[config.mk]
export PLATFORM = sky130hd
export DESIGN_NAME = or_ret_exec
export DESIGN_NICKNAME = d
export VERILOG_FILES = /design/src/logic/or_ret_pkg.sv /design/src/logic/stack_if.sv /design/src/logic/ret_stack.sv /design/src/logic/or_ret_exec.sv
export SDC_FILE = /design/constraint.sdc
export NUM_CORES = 1
export LEC_CHECK = 0
export BUFFER_PORTS_ARGS = -buffer_cell sky130_fd_sc_hd__buf_2
export CAP_MARGIN = 30
export CORE_UTILIZATION = 45
export DETAILED_ROUTE_END_ITERATION = 10
export PLACE_DENSITY = 0.71
export SKIP_LAST_GASP = 1
export SYNTH_ARGS = -nofsm -noshare
export SYNTH_HDL_FRONTEND = slang
export SYNTH_SLANG_ARGS = --single-unit
[constraint.sdc]
create_clock -name sys_clk -period 6.1 [get_ports sys_clk]
set_input_delay 0.915 -clock sys_clk [delete_from_list [all_inputs] [get_ports sys_clk]]
set_output_delay 0.915 -clock sys_clk [all_outputs]
set_load 0.005 [all_outputs]
[src/logic/or_ret_pkg.sv]
// Shared constants and types for the OR, return and rotate execute slice.
// Assumes a single 25 MHz clock domain and an 8-bit data path.
package or_ret_pkg;

   // Data path and program counter widths.
   localparam int DATA_W      = 8;
   localparam int PC_W        = 10;
   // Return stack depth; the value is a plain default, not a documented figure.
   localparam int STACK_DEPTH = 8;
   localparam int STACK_CNT_W = 4;

   // Reset and fixed values.
   localparam logic [PC_W-1:0]        PC_RESET   = 10'h000;
   localparam logic [PC_W-1:0]        IRQ_VECTOR = 10'h004;
   localparam logic [PC_W-1:0]        PC_STEP    = 10'h001;
   localparam logic [DATA_W-1:0]      BYTE_ZERO  = 8'h00;
   localparam logic [STACK_CNT_W-1:0] CNT_ZERO   = 4'h0;
   localparam logic [STACK_CNT_W-1:0] CNT_STEP   = 4'h1;
   localparam logic [STACK_CNT_W-1:0] CNT_FULL   = 4'h8;

   // Bit position of the byte's top bit, which wraps into bit 0 on a rotate.
   localparam int ROT_MSB = 7;

   // Instruction codes presented to the execute slice.
   typedef enum logic [3:0] {
      OP_IDLE         = 4'h0,
      OP_OR_IMM       = 4'h1,
      OP_OR_MEM       = 4'h2,
      OP_SUB_EXIT     = 4'h3,
      OP_SUB_EXIT_LIT = 4'h4,
      OP_IRQ_EXIT     = 4'h5,
      OP_ROT_LEFT     = 4'h6,
      OP_CALL         = 4'h7,
      OP_ENABLE_IRQ   = 4'h8
   } op_t;

endpackage

[src/logic/stack_if.sv]
// Connection between the execute slice and its return-address stack.
// Assumes both ends sit on the same clock.
`timescale 1ns/1ps
`default_nettype none

interface stack_if;
   import or_ret_pkg::*;

   logic            push;       // Store push_addr on top this cycle.
   logic            pop;        // Discard the top entry this cycle.
   logic [PC_W-1:0] push_addr;  // Address to store.
   logic [PC_W-1:0] top_addr;   // Current top entry, zero when empty.
   logic            empty;      // No entries held.
   logic            full;       // Every entry held.

   modport owner (output push, output pop, output push_addr,
                  input top_addr, input empty, input full);
   modport store (input push, input pop, input push_addr,
                  output top_addr, output empty, output full);
endinterface

`default_nettype wire

[src/logic/ret_stack.sv]
// Last-in first-out store of return addresses, built from flip-flops.
// Assumes the owner never relies on a push into a full stack.
`timescale 1ns/1ps
`default_nettype none

module ret_stack
   import or_ret_pkg::*;
(
   input  wire logic sys_clk,
   input  wire logic arst_n,
   stack_if.store    stk
);

   logic [PC_W-1:0]        entry      [STACK_DEPTH];  // Held addresses.
   logic [PC_W-1:0]        next_entry [STACK_DEPTH];  // Their next values.
   logic [STACK_CNT_W-1:0] count;                     // Entries held.
   logic [STACK_CNT_W-1:0] next_count;                // Its next value.
   logic [STACK_CNT_W-1:0] top_idx;                   // Index of the top entry.

   assign top_idx       = count - CNT_STEP;
   assign stk.empty     = (count == CNT_ZERO);
   assign stk.full      = (count == CNT_FULL);
   assign stk.top_addr  = stk.empty ? PC_RESET : entry[top_idx[2:0]];

   // Push and pop in one cycle replace the top; the execute slice never asserts
   // both, since an interrupt taken at a return leaves the stack as it is.
   always_comb begin
      next_entry = entry;
      next_count = count;
      if (stk.push && stk.pop && !stk.empty) begin
         next_entry[top_idx[2:0]] = stk.push_addr;
      end else if (stk.push && !stk.full) begin
         next_entry[count[2:0]] = stk.push_addr;
         next_count             = count + CNT_STEP;
      end else if (stk.pop && !stk.empty) begin
         next_count = top_idx;
      end
   end

   // Registers only; a push into a full stack is dropped rather than
   // overwriting the oldest return, a limitation of the fixed depth.
   always_ff @(posedge sys_clk or negedge arst_n) begin
      if (!arst_n) begin
         count <= CNT_ZERO;
         for (int i = 0; i < STACK_DEPTH; i++) begin
            entry[i] <= PC_RESET;
         end
      end else begin
         count <= next_count;
         entry <= next_entry;
      end
   end

endmodule // ret_stack

`default_nettype wire

[src/logic/or_ret_exec.sv]
// Execute slice for OR, return and left-rotate instructions of an 8-bit core.
// Assumes fetch and operand read happen outside; one instruction per cycle.
// Operation
// - OR literal into work register, update zero
// - OR work register into memory, update zero
// - Subroutine exit pops program counter, flags kept
// - Exit with literal: pop, load work register
// - Interrupt exit with no request waiting pops and sets master enable
// - Pending interrupt serviced before resuming main program
// - Memory byte rotates left, bit seven wraps
`timescale 1ns/1ps
`default_nettype none

module or_ret_exec
   import or_ret_pkg::*;
(
   input  wire logic              sys_clk,
   input  wire logic              arst_n,
   input  wire logic              op_valid,
   input  wire op_t               op_code,
   input  wire logic [DATA_W-1:0] op_literal,
   input  wire logic [PC_W-1:0]   op_target,
   input  wire logic [DATA_W-1:0] mem_addr,
   input  wire logic [DATA_W-1:0] mem_rdata,
   input  wire logic              irq_pending,
   output var  logic [PC_W-1:0]   pc,
   output var  logic [DATA_W-1:0] work_register,
   output var  logic              zero_flag,
   output var  logic              master_irq_enable,
   output var  logic              mem_we,
   output var  logic [DATA_W-1:0] mem_waddr,
   output var  logic [DATA_W-1:0] mem_wdata,
   output var  logic              irq_ack
);

   stack_if stk ();  // Link to the return-address store.

   ret_stack i_ret_stack (
      .sys_clk (sys_clk),
      .arst_n  (arst_n),
      .stk     (stk)
   );

   logic [PC_W-1:0]   next_pc;          // Next program counter.
   logic [DATA_W-1:0] next_work;        // Next work register.
   logic              next_zero;        // Next zero flag.
   logic              next_mie;         // Next master interrupt enable.
   logic              next_mem_we;      // Next memory write strobe.
   logic [DATA_W-1:0] next_mem_waddr;   // Next memory write address.
   logic [DATA_W-1:0] next_mem_wdata;   // Next memory write data.
   logic              next_irq_ack;     // Next interrupt entry pulse.
   logic              take_irq;         // Interrupt preempts this instruction.
   logic [PC_W-1:0]   pc_inc;           // Address of the following instruction.

   assign take_irq = op_valid && irq_pending && master_irq_enable;
   assign pc_inc   = pc + PC_STEP;

   // Decode and execute. An interrupt is only taken on an offered
   // instruction, which is then skipped and re-fetched after the return.
   always_comb begin
      logic [DATA_W-1:0] union_val;
      union_val      = BYTE_ZERO;
      next_pc        = pc;
      next_work      = work_register;
      next_zero      = zero_flag;
      next_mie       = master_irq_enable;
      next_mem_we    = 1'b0;
      next_mem_waddr = mem_waddr;
      next_mem_wdata = mem_wdata;
      next_irq_ack   = 1'b0;
      stk.push       = 1'b0;
      stk.pop        = 1'b0;
      stk.push_addr  = pc;
      if (op_valid && take_irq) begin
         // Interrupt entry saves the current address and masks further entry.
         stk.push     = 1'b1;
         next_pc      = IRQ_VECTOR;
         next_mie     = 1'b0;
         next_irq_ack = 1'b1;
      end else if (op_valid) begin
         unique case (op_code)
            OP_OR_IMM: begin
               union_val = work_register | op_literal;
               next_work = union_val;
               next_zero = (union_val == BYTE_ZERO);
               next_pc   = pc_inc;
            end
            OP_OR_MEM: begin
               union_val      = work_register | mem_rdata;
               next_mem_we    = 1'b1;
               next_mem_waddr = mem_addr;
               next_mem_wdata = union_val;
               next_zero      = (union_val == BYTE_ZERO);
               next_pc        = pc_inc;
            end
            OP_SUB_EXIT: begin
               stk.pop = 1'b1;
               next_pc = stk.top_addr;
            end
            OP_SUB_EXIT_LIT: begin
               stk.pop   = 1'b1;
               next_pc   = stk.top_addr;
               next_work = op_literal;
            end
            OP_IRQ_EXIT: begin
               if (irq_pending) begin
                  // Chain straight into the pending handler: the return
                  // address stays on the stack, as if popped and pushed again.
                  next_pc      = IRQ_VECTOR;
                  next_irq_ack = 1'b1;
                  next_mie     = 1'b0;
               end else begin
                  stk.pop  = 1'b1;
                  next_pc  = stk.top_addr;
                  next_mie = 1'b1;
               end
            end
            OP_ROT_LEFT: begin
               next_mem_we    = 1'b1;
               next_mem_waddr = mem_addr;
               next_mem_wdata = {mem_rdata[ROT_MSB-1:0], mem_rdata[ROT_MSB]};
               next_pc        = pc_inc;
            end
            OP_CALL: begin
               stk.push      = 1'b1;
               stk.push_addr = pc_inc;
               next_pc       = op_target;
            end
            OP_ENABLE_IRQ: begin
               next_mie = 1'b1;
               next_pc  = pc_inc;
            end
            default: begin
               // Idle and unused codes simply advance.
               next_pc = pc_inc;
            end
         endcase
      end
   end

   // Architectural state and output strobes, registered only.
   always_ff @(posedge sys_clk or negedge arst_n) begin
      if (!arst_n) begin
         pc                <= PC_RESET;
         work_register     <= BYTE_ZERO;
         zero_flag         <= 1'b0;
         master_irq_enable <= 1'b0;
         mem_we            <= 1'b0;
         mem_waddr         <= BYTE_ZERO;
         mem_wdata         <= BYTE_ZERO;
         irq_ack           <= 1'b0;
      end else begin
         pc                <= next_pc;
         work_register     <= next_work;
         zero_flag         <= next_zero;
         master_irq_enable <= next_mie;
         mem_we            <= next_mem_we;
         mem_waddr         <= next_mem_waddr;
         mem_wdata         <= next_mem_wdata;
         irq_ack           <= next_irq_ack;
      end
   end
endmodule // or_ret_exec

`default_nettype wire

=== After elaboration in Yosys (flattened, before gate mapping) ===
Index checks and enable logic that the tools add are counted.

* Register bits after elaboration: 122
* Output and inout bits: 38

* Equal/unequal tests: 9
* Bitwise logic cells: 6
* Mux-type cells: 41
* Reduce and logical (&&, ||, !) cells: 29
* $lt $le $gt $ge: 4
* Add/sub/neg operators: 3

{| class="wikitable"
|+ Operator list
! kind !! number
|-
| 80-bit bitwise mux || 2
|-
| 80-bit 2-to-1 mux || 2
|-
| 10-bit 2-to-1 mux || 11
|-
| 10-bit demux with 3-bit select || 2
|-
| 8-bit one-hot mux with 2 select lines || 2
|-
| 10-bit binary-select mux with 3-bit select || 1
|-
| 10-bit one-hot mux with 3 select lines || 1
|-
| 4-bit by 3-bit == test with 1-bit output (second input constant) || 4
|-
| 8-bit logical NOT || 2
|-
| 8-bit bitwise OR || 2
|-
| 1-bit 2-to-1 mux || 15
|-
| 3-bit AND reduction || 4
|-
| 2-bit nonzero test || 6
|-
| 10-bit by 1-bit adder with 10-bit output (second input constant) || 1
|-
| 1-bit logical AND || 9
|-
| 4-bit by 2-bit == test with 1-bit output (second input constant) || 2
|-
| 4-bit == test (second input constant) || 2
|-
| 4-bit >= comparator (second input constant) || 2
|-
| 4-bit by 1-bit less-than comparator with 1-bit output (second input constant) || 2
|-
| 4-bit 2-to-1 mux || 2
|-
| 3-bit NOT with 4-bit output || 2
|-
| 1-bit one-hot mux with 2 select lines || 3
|-
| 4-bit by 1-bit adder with 4-bit output (second input constant) || 1
|-
| 4-bit by 1-bit == test with 1-bit output (second input constant) || 1
|-
| other kinds (7) || 11
|}

=== Depth between registers and ports, before layout ===
Gate-level depths: netlist of run 1.

* Depth in word-level cells: 10
* Mapped depth: 10
* Depth with buffers taken out: 7

=== Cells and area by module ===
Synthesis of run 1 repeated with hierarchy kept, for this count alone.

* Cells, all modules: 551
* Area total of the unflattened synthesis: 6558.8 um2

{| class="wikitable"
|+ By module, submodules not included
! module !! area an instance (um2) !! seq. area each (um2) !! instances !! cells each
|-
| ret_stack || 4279.1 || 2102.0 || 1 || 307
|-
| or_ret_exec || 2279.7 || 950.9 || 1 || 244
|}

=== Worst setup path after synthesis of run 1 ===
No wires, ideal clock.

* Kind: reg-to-reg
* From: reg i_ret_stack.count[0]
* To: reg pc[4]
* Setup time: 0.141 ns
* Cell stages (with the launch flop): 9
* Required time: 5.959 ns
* Arrival: 2.106 ns
* Setup slack: 3.854 ns
* Cells stage by stage: dfrtp_1 -> buf_4 -> buf_6 -> clkinv_1 -> ha_1 -> buf_1 -> mux4_2 -> mux2i_1 -> o221ai_1

* Word-level cells in the longest chain between the ends: 10
* Elaborated cells on any way between the ends: 11

{| class="wikitable"
|+ RTL lines
! element !! RTL line !! RTL
|-
| start, declared || ret_stack.sv:16 || <nowiki>logic [STACK_CNT_W-1:0] count;</nowiki>
|-
| start signal, assigned || ret_stack.sv:49 || <nowiki>count <= next_count;</nowiki>
|-
| 4-bit by 1-bit subtractor with 4-bit output * || ret_stack.sv:20 || <nowiki>assign top_idx = count - CNT_STEP;</nowiki>
|-
| named net i_ret_stack.top_idx[0] || ret_stack.sv:18 || <nowiki>logic [STACK_CNT_W-1:0] top_idx;</nowiki>
|-
| 3-bit NOT with 4-bit output (implied by the code) * || ret_stack.sv:23 || <nowiki>assign stk.top_addr = stk.empty ? PC_RESET : entry[top_idx[2:0]];</nowiki>
|-
| 10-bit binary-select mux with 3-bit select * || ret_stack.sv:23 ||
|-
| 10-bit 2-to-1 mux (implied by the code) * (2 in a row) || ret_stack.sv:23 ||
|-
| 10-bit 2-to-1 mux * || ret_stack.sv:23 ||
|-
| 10-bit 2-to-1 mux || or_ret_exec.sv:106 || <nowiki>if (irq_pending) begin</nowiki>
|-
| 10-bit one-hot mux with 3 select lines * || or_ret_exec.sv:81 || <nowiki>unique case (op_code)</nowiki>
|-
| 10-bit 2-to-1 mux * || or_ret_exec.sv:80 || <nowiki>end else if (op_valid) begin</nowiki>
|-
| 10-bit 2-to-1 mux * || or_ret_exec.sv:74 || <nowiki>if (op_valid && take_irq) begin</nowiki>
|-
| end signal, assigned || or_ret_exec.sv:153 || <nowiki>pc <= next_pc;</nowiki>
|-
| end, declared || or_ret_exec.sv:26 || <nowiki>output var logic [PC_W-1:0] pc,</nowiki>
|}

The timed path passes the listed nets; every way through them passes the cells marked *. The select of a mux whose other input is x is not followed.
A chain may end at the register's enable or synchronous reset.

=== Worst setup path after layout of run 1 ===
Same ends and word-level chain as after synthesis.

==> run_results.csv, run 1 <==
group,metric,value,unit
outcome,status,"finished, final reports clean",
layout,seq_area,3053,sq um
yosys,synth_cell_types,64,
drt,drt_iter0_drc,418,
timing,worstMarginPinSlew,0.9812,ns
floorplan,fp.coreArea,13240,sq um
drt,drt_pass1_iterations,5,
drt,ant_nets,0,
clock_tree,clock_latency,0.40,ns
floorplan,dieArea,14060,sq um
placement,io_buffers,79,
worst_setup_path,slowest_stage,"ha_1",
clock_tree,clkTransAtPathRegs,0.05,ns
grt,overflow,0,
layout,design_area,7177,sq um
clock_tree,clockBufferDepth,2,
power_and_ir_drop,ir_drop,0.2131,mV
clock_tree,clock-sinks,122,
layout,multi_input_area,2804,sq um
worst_setup_path,cpPeakStageDelay,1.04,ns
layout,drive_above_1_share,24.63,%
layout,final_common_cell,"dfrtp_1",
grt,grt_pass1_vias,4731,
worst_setup_path,worstSetupPathType,"flip-flop to flip-flop",
clock_tree,cts_hold_buf,0,
timing,max_freq,0.3096,GHz
yosys,yosysWarnings,0,
timing,rsz0062_at_grt,"false",
yosys,synth_xor_area_share,3.314,%
clock_tree,cts_setup_buffers,0,
drt,avgViaCountPerCell,5.700,
clock_tree,cts_tree,"yes",
power_and_ir_drop,power.density,490.4,nW/um^2
timing,period_share,52.95,%
layout,antennaDiodeCount,0,
power_and_ir_drop,p_leak,3.226,nW
drt,vias,4868,
yosys,synthSimpleGateAreaFrac,16.98,%
worst_setup_path,crit_fanout,26,
grt,grt_usage,22.73,%
clock_tree,cts_resized,0,
yosys,yosys.area_share.adder,0.6137,%
timing,hold_viol_final,0,
worst_setup_path,cp-start-kind,"flip-flop",
worst_setup_path,crit_arrival,3.49,ns
run,max_cap_violations,0,
yosys,ys_async_sr_fraction,100.0,%
yosys,syn_nets,645,
worst_setup_path,critPathTopFamily,"adder cells",
floorplan,std_cell_rows,42,
floorplan,die_height,118.6,microns
timing,relSlewSlack,34.58,%
clock_tree,clockRootBuffer,"clkbuf_16",
clock_tree,cts_buffers,17,
timing,whs,0.4744,ns
grt,antenna_found_initial,0,
min_path,min_path_type,"flip-flop to flip-flop",
timing,min_period,3.230,ns
layout,area_growth,17.35,%
floorplan,die_w,118.6,microns
yosys,ys.flop_type,"dfrtp_1",
yosys,synth_top_family_by_area,"simple AND/OR/NAND/NOR gates",
worst_setup_path,crit_chain,"buf_4 > clkinv_1 > ha_1 > mux4_2 > mux2i_1 > o221ai_1",
placement,hpwl,10460,microns
yosys,synth_edf_count,0,
yosys,synth_area,6116,sq um
timing,tns,0,ns
layout,final_cell_mix,"dfrtp_1, nor2_1, a21oi_1",
worst_setup_path,critPathBufInv,2,
floorplan,ios,80,
clock_tree,htreeDepth,4,
yosys,syn_avg_cell_area,10.19,sq um
drt,drc,0,
worst_setup_path,critPathRequiredTime,6.36,ns
grt,grt_max_degree,64,
layout,final_nets,710,
yosys,synth_compound_area_share,16.57,%
worst_setup_path,critPathCaptureType,"flip-flop",
grt,grt_pass1_wl,24710,microns
yosys,syn_inst,600,
timing,setup_viol_count_final,0,
timing,final_max_slew_viol_count,0,
drt,totalWireLength,15200,microns
placement,place_congestion,0.8533,
placement,dpl-instance-area,6584,sq um
drt,wl_per_cell,17.79,microns
timing,clock-skew-final,0.004113,ns
yosys,seq_area_frac_synth,49.92,%
floorplan,start_util,46.18,%
layout,fill_cells,1153,
yosys,muxShareOfSynthArea,8.286,%
yosys,synth_seq_cells,122,
[cells by family (layout without fill, tap and decap cells)]
group	after synthesis	count (layout)
buffers and inverters	50	128
multiplexers	32	32
adder cells (fa/ha/maj)	3	3
AO/OA/AOI/OAI	168	168
flip-flops	122	122
AND/OR/NAND/NOR	207	207
XOR/XNOR	18	18
[worst reg2reg max path: stages (launching register included)]
cell and delay (ns):
dfrtp_1 0.32, buf_4 0.39, clkinv_1 0.36, ha_1 1.04
mux4_2 0.43, mux2i_1 0.35, o221ai_1 0.20
[cell type report]
class | count | share of cell area, %
clock buffers | 25 | 7.043
well taps | 176 | 3.068
clock inverters | 7 | 1.220
multi-input cells | 428 | 39.07
flip-flops and latches | 122 | 42.54
repair buffers | 89 | 6.695
inverters | 7 | 0.3661
[metrics by stage]
step | cells | power, mW | util (%) | setup slack (ns)
2_1_floorplan | 600 | 2.162 | - | 3.854
3_3_place_gp | 820 | 2.475 | 49.55 | 2.767
3_5_place_dp | 822 | 2.532 | 49.72 | 2.822
4_1_cts | 854 | 3.529 | 54.20 | 2.814
5_1_grt | 854 | 3.727 | 54.20 | 2.664
6_report | 854 | 3.520 | 54.20 | 2.870
[report_power, final]
part | leakage [nW] | switching (mW) | internal, mW
sequential | 1.55 | 0.222 | 1.11
clock | 0.293 | 0.339 | 0.653
combinational | 1.38 | 0.666 | 0.530
total | 3.23 | 1.23 | 2.29
[per-layer routing]
layer	GRT usage, %	share of wire, %	vias up
met4	8.070	1.4	0
met1	30.35	44	2408
li1	-	-	2269
met5	0	0	-
met2	36.70	49	176
met3	4.681	5.8	15
[cell usage after synthesis (7+ instances only)]
library cell	instances	area (sq um)
dfrtp_1	122	3053
or3_1	10	62.56
buf_2	24	120.1
a22o_1	9	78.83
o21ai_0	36	180.2
mux2_2	9	101.4
nor4_1	7	43.79
a22oi_1	7	52.55
nand2_1	56	210.2
mux4_2	14	315.3
mux2i_1	9	90.09
a21oi_1	80	400.4
clkbuf_1	7	26.28
nor2_1	81	304.0
nand3_1	14	70.07
[registers in the layout, indices dropped and copies added, names as in the netlist]
name and flops:
pc 10, mem_waddr 8, zero_flag 1, master_irq_enable 1, mem_we 1, mem_wdata 8
work_register 8, irq_ack 1, i_ret_stack.entry 80, i_ret_stack.count 4
[worst paths after layout]
kind,start,to,slack (ns),cells past startpoint
max in group asynchronous,arst_n,mem_waddr[0]$_DFFE_PN0P_,4.21,2
min reg2reg,mem_wdata[4]$_DFFE_PN0P_,mem_wdata[4]$_DFFE_PN0P_,0.47,2
min,mem_wdata[4]$_DFFE_PN0P_,mem_wdata[4]$_DFFE_PN0P_,0.47,2
max,i_ret_stack.count[0]$_DFFE_PN0P_,pc[4]$_DFFE_PN0P_,2.87,6
max reg2reg,i_ret_stack.count[0]$_DFFE_PN0P_,pc[4]$_DFFE_PN0P_,2.87,6
min in group asynchronous,arst_n,mem_wdata[6]$_DFFE_PN0P_,0.58,1
Power figures use the tool's default switching activity.
==> inputs of run 2 (changes only) <==
clock period = 3.2 ns   (was 6.1 ns; I/O delays follow)
==> run_results.csv, run 2 (synthesis results as in run 1) <==
group,metric,value,unit
placement,place_congestion,0.8755,
layout,finish.utilization,54.48,%
clock_tree,cts_resized,0,
worst_setup_path,crit_fanout,12,
clock_tree,cts_buffers,17,
timing,period_share,74.38,%
clock_tree,cts_setup_buffers,0,
drt,vias,4907,
drt,totalWireLength,15330,microns
worst_setup_path,critPathCaptureType,"flip-flop",
clock_tree,clock_latency,0.41,ns
layout,largest-register,"i_ret_stack.entry",
timing,whs,0.09914,ns
layout,final_cells,859,
floorplan,dieArea,14060,sq um
power_and_ir_drop,internal_power,4.309,mW
worst_setup_path,crit_cells,7,
worst_setup_path,critPathRequiredTime,3.50,ns
layout,drive_above_1_share,25.33,%
timing,tns,0,ns
grt,antenna_found_initial,0,
layout,area_growth,17.96,%
clock_tree,cts_hold_buf,0,
layout,seq_area,3053,sq um
power_and_ir_drop,swShare,35.59,%
power_and_ir_drop,p_leak,3.242,nW
grt,grt_pass1_wl,25100,microns
clock_tree,cts_tree,"yes",
floorplan,ios,80,
power_and_ir_drop,seq_power_share,37.9,%
drt,wl_per_cell,17.85,microns
worst_setup_path,crit_chain,"inv_1 > ha_1 > buf_4 > mux4_2 > nand2_1 > a21o_1 > a222oi_1",
grt,grt_max_degree,51,
layout,antennaDiodeCount,0,
timing,clock-skew-final,0.009844,ns
placement,io_buffers,79,
worst_setup_path,worstSetupPathType,"flip-flop to flip-flop",
placement,hpwl,10590,microns
timing,setup_viol_count_final,0,
worst_setup_path,slowest_stage,"ha_1",
power_and_ir_drop,power.density,927.2,nW/um^2
floorplan,fp.coreArea,13240,sq um
clock_tree,clkTransAtPathRegs,0.06,ns
timing,final_max_slew_viol_count,0,
timing,rsz0062_at_grt,"false",
drt,drt_iter0_drc,466,
layout,final_cell_mix,"dfrtp_1, nor2_1, a21oi_1",
drt,drt_pass1_iterations,7,
power_and_ir_drop,p_switching,2.380,mW
worst_setup_path,critPathBufInv,2,
timing,max_freq,0.4202,GHz
power_and_ir_drop,pwr-share-clk,28.0,%
clock_tree,clockBufferDepth,2,
worst_setup_path,r2r_cells,7,
layout,final_nets,715,
timing,relSlewSlack,43.60,%
worst_setup_path,critPathTopFamily,"adder cells",
timing,hold_viol_final,0,
outcome,status,"finished, final reports clean",
floorplan,start_util,46.18,%
clock_tree,clockRootBuffer,"clkbuf_16",
layout,largest_reg_flops,80,
drt,avgViaCountPerCell,5.712,
layout,reg_top3,"i_ret_stack.entry x80, pc x10",
power_and_ir_drop,ir_drop,0.6577,mV
worst_setup_path,reg2reg_slack,0.82,ns
floorplan,die_w,118.6,microns
worst_setup_path,crit_arrival,2.68,ns
timing,worstMarginPinSlew,0.8225,ns
clock_tree,htreeDepth,4,
run,max_cap_violations,0,
grt,grt_usage,23.18,%
grt,overflow,0,
clock_tree,clock-sinks,122,
worst_setup_path,cpPeakStageDelay,0.56,ns
timing,min_period,2.380,ns
drt,ant_nets,0,
worst_setup_path,cp-start-kind,"flip-flop",
layout,multi_input_area,2804,sq um
placement,dp.cells,827,
drt,drc,0,
grt,grt_pass1_vias,4818,
floorplan,std_cell_rows,42,
min_path,min_path_type,"input pin to asynchronous set/reset pin",
floorplan,die_height,118.6,microns
layout,final_common_cell,"dfrtp_1",
power_and_ir_drop,pwr-share-comb,34.1,%
layout,fill_cells,1119,
==> run 2: cell type report <==
| class | count | area share [%] |
|---|---|---|
| inverters | 7 | 0.3642 |
| multi-input cells | 428 | 38.87 |
| repair buffers | 94 | 7.249 |
| well taps | 176 | 3.052 |
| flip-flops and latches | 122 | 42.32 |
| clock buffers | 20 | 6.191 |
| clock inverters | 12 | 1.960 |
==> run 2: per-stage QoR <==
stage                     setup slack (ns)  area, sq um  power (mW)
final                               0.8199         7214       6.689
after detailed placement            0.8149         6626       4.793
after floorplan                     0.9535         6116       4.121
after global placement              0.8372         6626       4.703
after CTS                           0.8365         7214       6.695
after global routing                0.7065         7214       7.101
==> run 2: path summary, 6_finish.rpt <==
path,endpoint,from
min in group sys_clk,work_register[2]$_DFFE_PN0P_,op_literal[2]
max in group asynchronous,pc[0]$_DFFE_PN0P_,arst_n
max reg2reg,pc[6]$_DFFE_PN0P_,i_ret_stack.count[1]$_DFFE_PN0P_
min,mem_wdata[5]$_DFFE_PN0P_,arst_n
min reg2reg,mem_wdata[5]$_DFFE_PN0P_,mem_wdata[5]$_DFFE_PN0P_
max,pc[6]$_DFFE_PN0P_,i_ret_stack.count[1]$_DFFE_PN0P_
==> run 2: routing by layer <==
layer | routed length, microns | share of wire, % | global-route usage, % | vias to the layer above
met2 | 7374 | 48 | 36.40 | 192
li1 | - | - | - | 2286
met4 | 375 | 2.4 | 8.940 | 0
met1 | 6511 | 42 | 30.95 | 2400
met5 | 0 | 0 | 0 | -
met3 | 1071 | 7.0 | 5.695 | 29
==> run 2: power groups by stage <==
stage | Sequential (mW) | Clock [mW] | Combinational [mW]
after floorplan | 2.41 | 0 | 1.71
after global placement | 2.51 | 0 | 2.19
after detailed placement | 2.55 | 0 | 2.25
after CTS | 2.53 | 1.90 | 2.26
after global routing | 2.60 | 1.98 | 2.51
final | 2.53 | 1.88 | 2.28
==> inputs of run 3 (changes only) <==
PLACE_DENSITY = 0.73   (was 0.71)
clock period = 1.9 ns   (was 3.2 ns; I/O delays follow)
==> run_results.csv, run 3 (synthesis results as in run 1) <==
group,metric,value,unit
layout,largest-register,"i_ret_stack.entry",
layout,final_nets,754,
floorplan,fp.coreArea,13240,sq um
power_and_ir_drop,ir_drop,0.8974,mV
drt,vias,5196,
run,max_cap_violations,0,
drt,wl_per_cell,18.16,microns
grt,grt_pass1_vias,5204,
timing,relSlewSlack,62.38,%
worst_setup_path,endpoint,"pc[2]$_DFFE_PN0P_",
grt,grt_pass1_wl,26360,microns
layout,multi_input_area,2855,sq um
worst_setup_path,worstSetupPathType,"flip-flop to flip-flop",
floorplan,die_w,118.6,microns
clock_tree,cts_buffers,17,
layout,reg_top3,"i_ret_stack.entry x80, pc x10",
placement,io_buffers,79,
layout,antennaDiodeCount,0,
worst_setup_path,critPathLaunch,"i_ret_stack.count[0]$_DFFE_PN0P_",
worst_setup_path,reg2reg_from,"i_ret_stack.count[0]$_DFFE_PN0P_",
drt,drt_pass1_iterations,6,
timing,hold_viol_final,0,
drt,avgViaCountPerCell,5.786,
timing,setup_viol_count_final,0,
clock_tree,cts_tree,"yes",
worst_setup_path,critPathCaptureType,"flip-flop",
clock_tree,clockBufferDepth,2,
power_and_ir_drop,power.density,1586,nW/um^2
worst_setup_path,critPathRequiredTime,2.20,ns
grt,grt_max_degree,32,
worst_setup_path,r2r_end,"pc[2]$_DFFE_PN0P_",
clock_tree,clockRootBuffer,"clkbuf_16",
worst_setup_path,reg2reg_slack,0.03,ns
layout,area_growth,25.49,%
timing,max_freq,0.5361,GHz
layout,seq_area,3057,sq um
grt,antenna_found_initial,0,
worst_setup_path,r2r_cells,7,
worst_setup_path,crit_arrival,2.17,ns
timing,worstMarginPinSlew,0.5615,ns
floorplan,start_util,46.18,%
placement,dp.cells,862,
worst_setup_path,crit_fanout,10,
floorplan,std_cell_rows,42,
layout,final_cell_mix,"dfrtp_1, nor2_1, a21oi_1",
clock_tree,clock_latency,0.42,ns
drt,drc,0,
timing,final_max_slew_viol_count,0,
layout,drive_above_1_share,31.02,%
grt,overflow,0,
drt,drt_iter0_drc,537,
timing,min_period,1.865,ns
layout,final_cells,898,
timing,rsz0062_at_grt,"true",
drt,totalWireLength,16310,microns
floorplan,die_height,118.6,microns
layout,largest_reg_flops,80,
placement,hpwl,11350,microns
drt,ant_nets,0,
clock_tree,clkTransAtPathRegs,0.06,ns
clock_tree,htreeDepth,4,
floorplan,dieArea,14060,sq um
timing,period_share,98.18,%
worst_setup_path,cp-start-kind,"flip-flop",
outcome,status,"finished, final reports clean",
clock_tree,clock-sinks,122,
grt,grt_usage,24.25,%
layout,final_common_cell,"dfrtp_1",
power_and_ir_drop,p_leak,3.467,nW
timing,tns,0,ns
timing,clock-skew-final,0.008384,ns
floorplan,ios,80,
layout,fill_cells,1073,
min_path,min_path_type,"input pin to flip-flop",
placement,place_congestion,0.9350,
run 3: area by class of cell:
class,count,share of cell area [%]
inverter,7,0.5054
clock buffer,20,6.081
clock inverter,12,1.777
tap,176,2.869
timing repair buffer,133,11.74
sequential,122,39.83
multi-input combinational,428,37.20
run 3: repair_timing:
item,in CTS,in global routing
hold endpoints to repair,25,0
buffers inserted,0,3
endpoints found under the setup margin,2,26
pin swaps,0,1
hold buffers,1,0
resized for setup,2,9
run 3: metal layers:
layer,vias up,track usage [%],share of wire [%]
li1,2378,-,-
met1,2565,32.20,43
met2,222,38.23,48
met3,31,5.792,7.4
met4,0,9.731,2.0
met5,-,0,0
run 3: worst min path at each step:
| stage | start | end | slack, ns | cells after the start |
|---|---|---|---|---|
| after floorplan | arst_n | i_ret_stack.count[0]$_DFFE_PN0P_ | -0.01 | 0 |
| after global placement | arst_n | irq_ack$_DFF_PN0_ | 0.25 | 1 |
| after detailed placement | arst_n | irq_ack$_DFF_PN0_ | 0.25 | 1 |
| after CTS | mem_addr[3] | mem_waddr[3]$_DFFE_PN0P_ | 0.08 | 2 |
| after global routing | mem_addr[3] | mem_waddr[3]$_DFFE_PN0P_ | 0.09 | 2 |
| final | mem_addr[7] | mem_waddr[7]$_DFFE_PN0P_ | 0.10 | 2 |
run 3: worst max-delay path, stage by stage (launching register included):
cell	delay (ns)
dfrtp_2	0.44
clkinv_8	0.06
ha_4	0.34
mux2_4	0.32
nand2_1	0.06
a21oi_1	0.06
o311a_1	0.30
o22a_1	0.17
run 3: through the flow:
stage	util, %	hold WS (ns)	setup WS, ns	cell area, sq um	total power [mW]
detailed placement	52.86	0.2502	-0.09562	7000	8.646
CTS	57.53	0.08343	0.01802	7619	12.00
global route	57.96	0.08615	-0.03815	7675	12.81
finish	57.96	0.1009	0.03457	7675	12.17
global placement	52.86	0.2509	-0.04204	7000	8.437
floorplan	-	-0.01059	0.005632	6172	7.109
run 3: report_power, final:
| part | leakage [nW] | internal (mW) | total [mW] | switching (mW) |
|---|---|---|---|---|
| registers | 1.55 | 3.57 | 4.25 | 0.685 |
| logic | 1.63 | 2.26 | 4.68 | 2.41 |
| clock network | 0.289 | 2.04 | 3.25 | 1.20 |
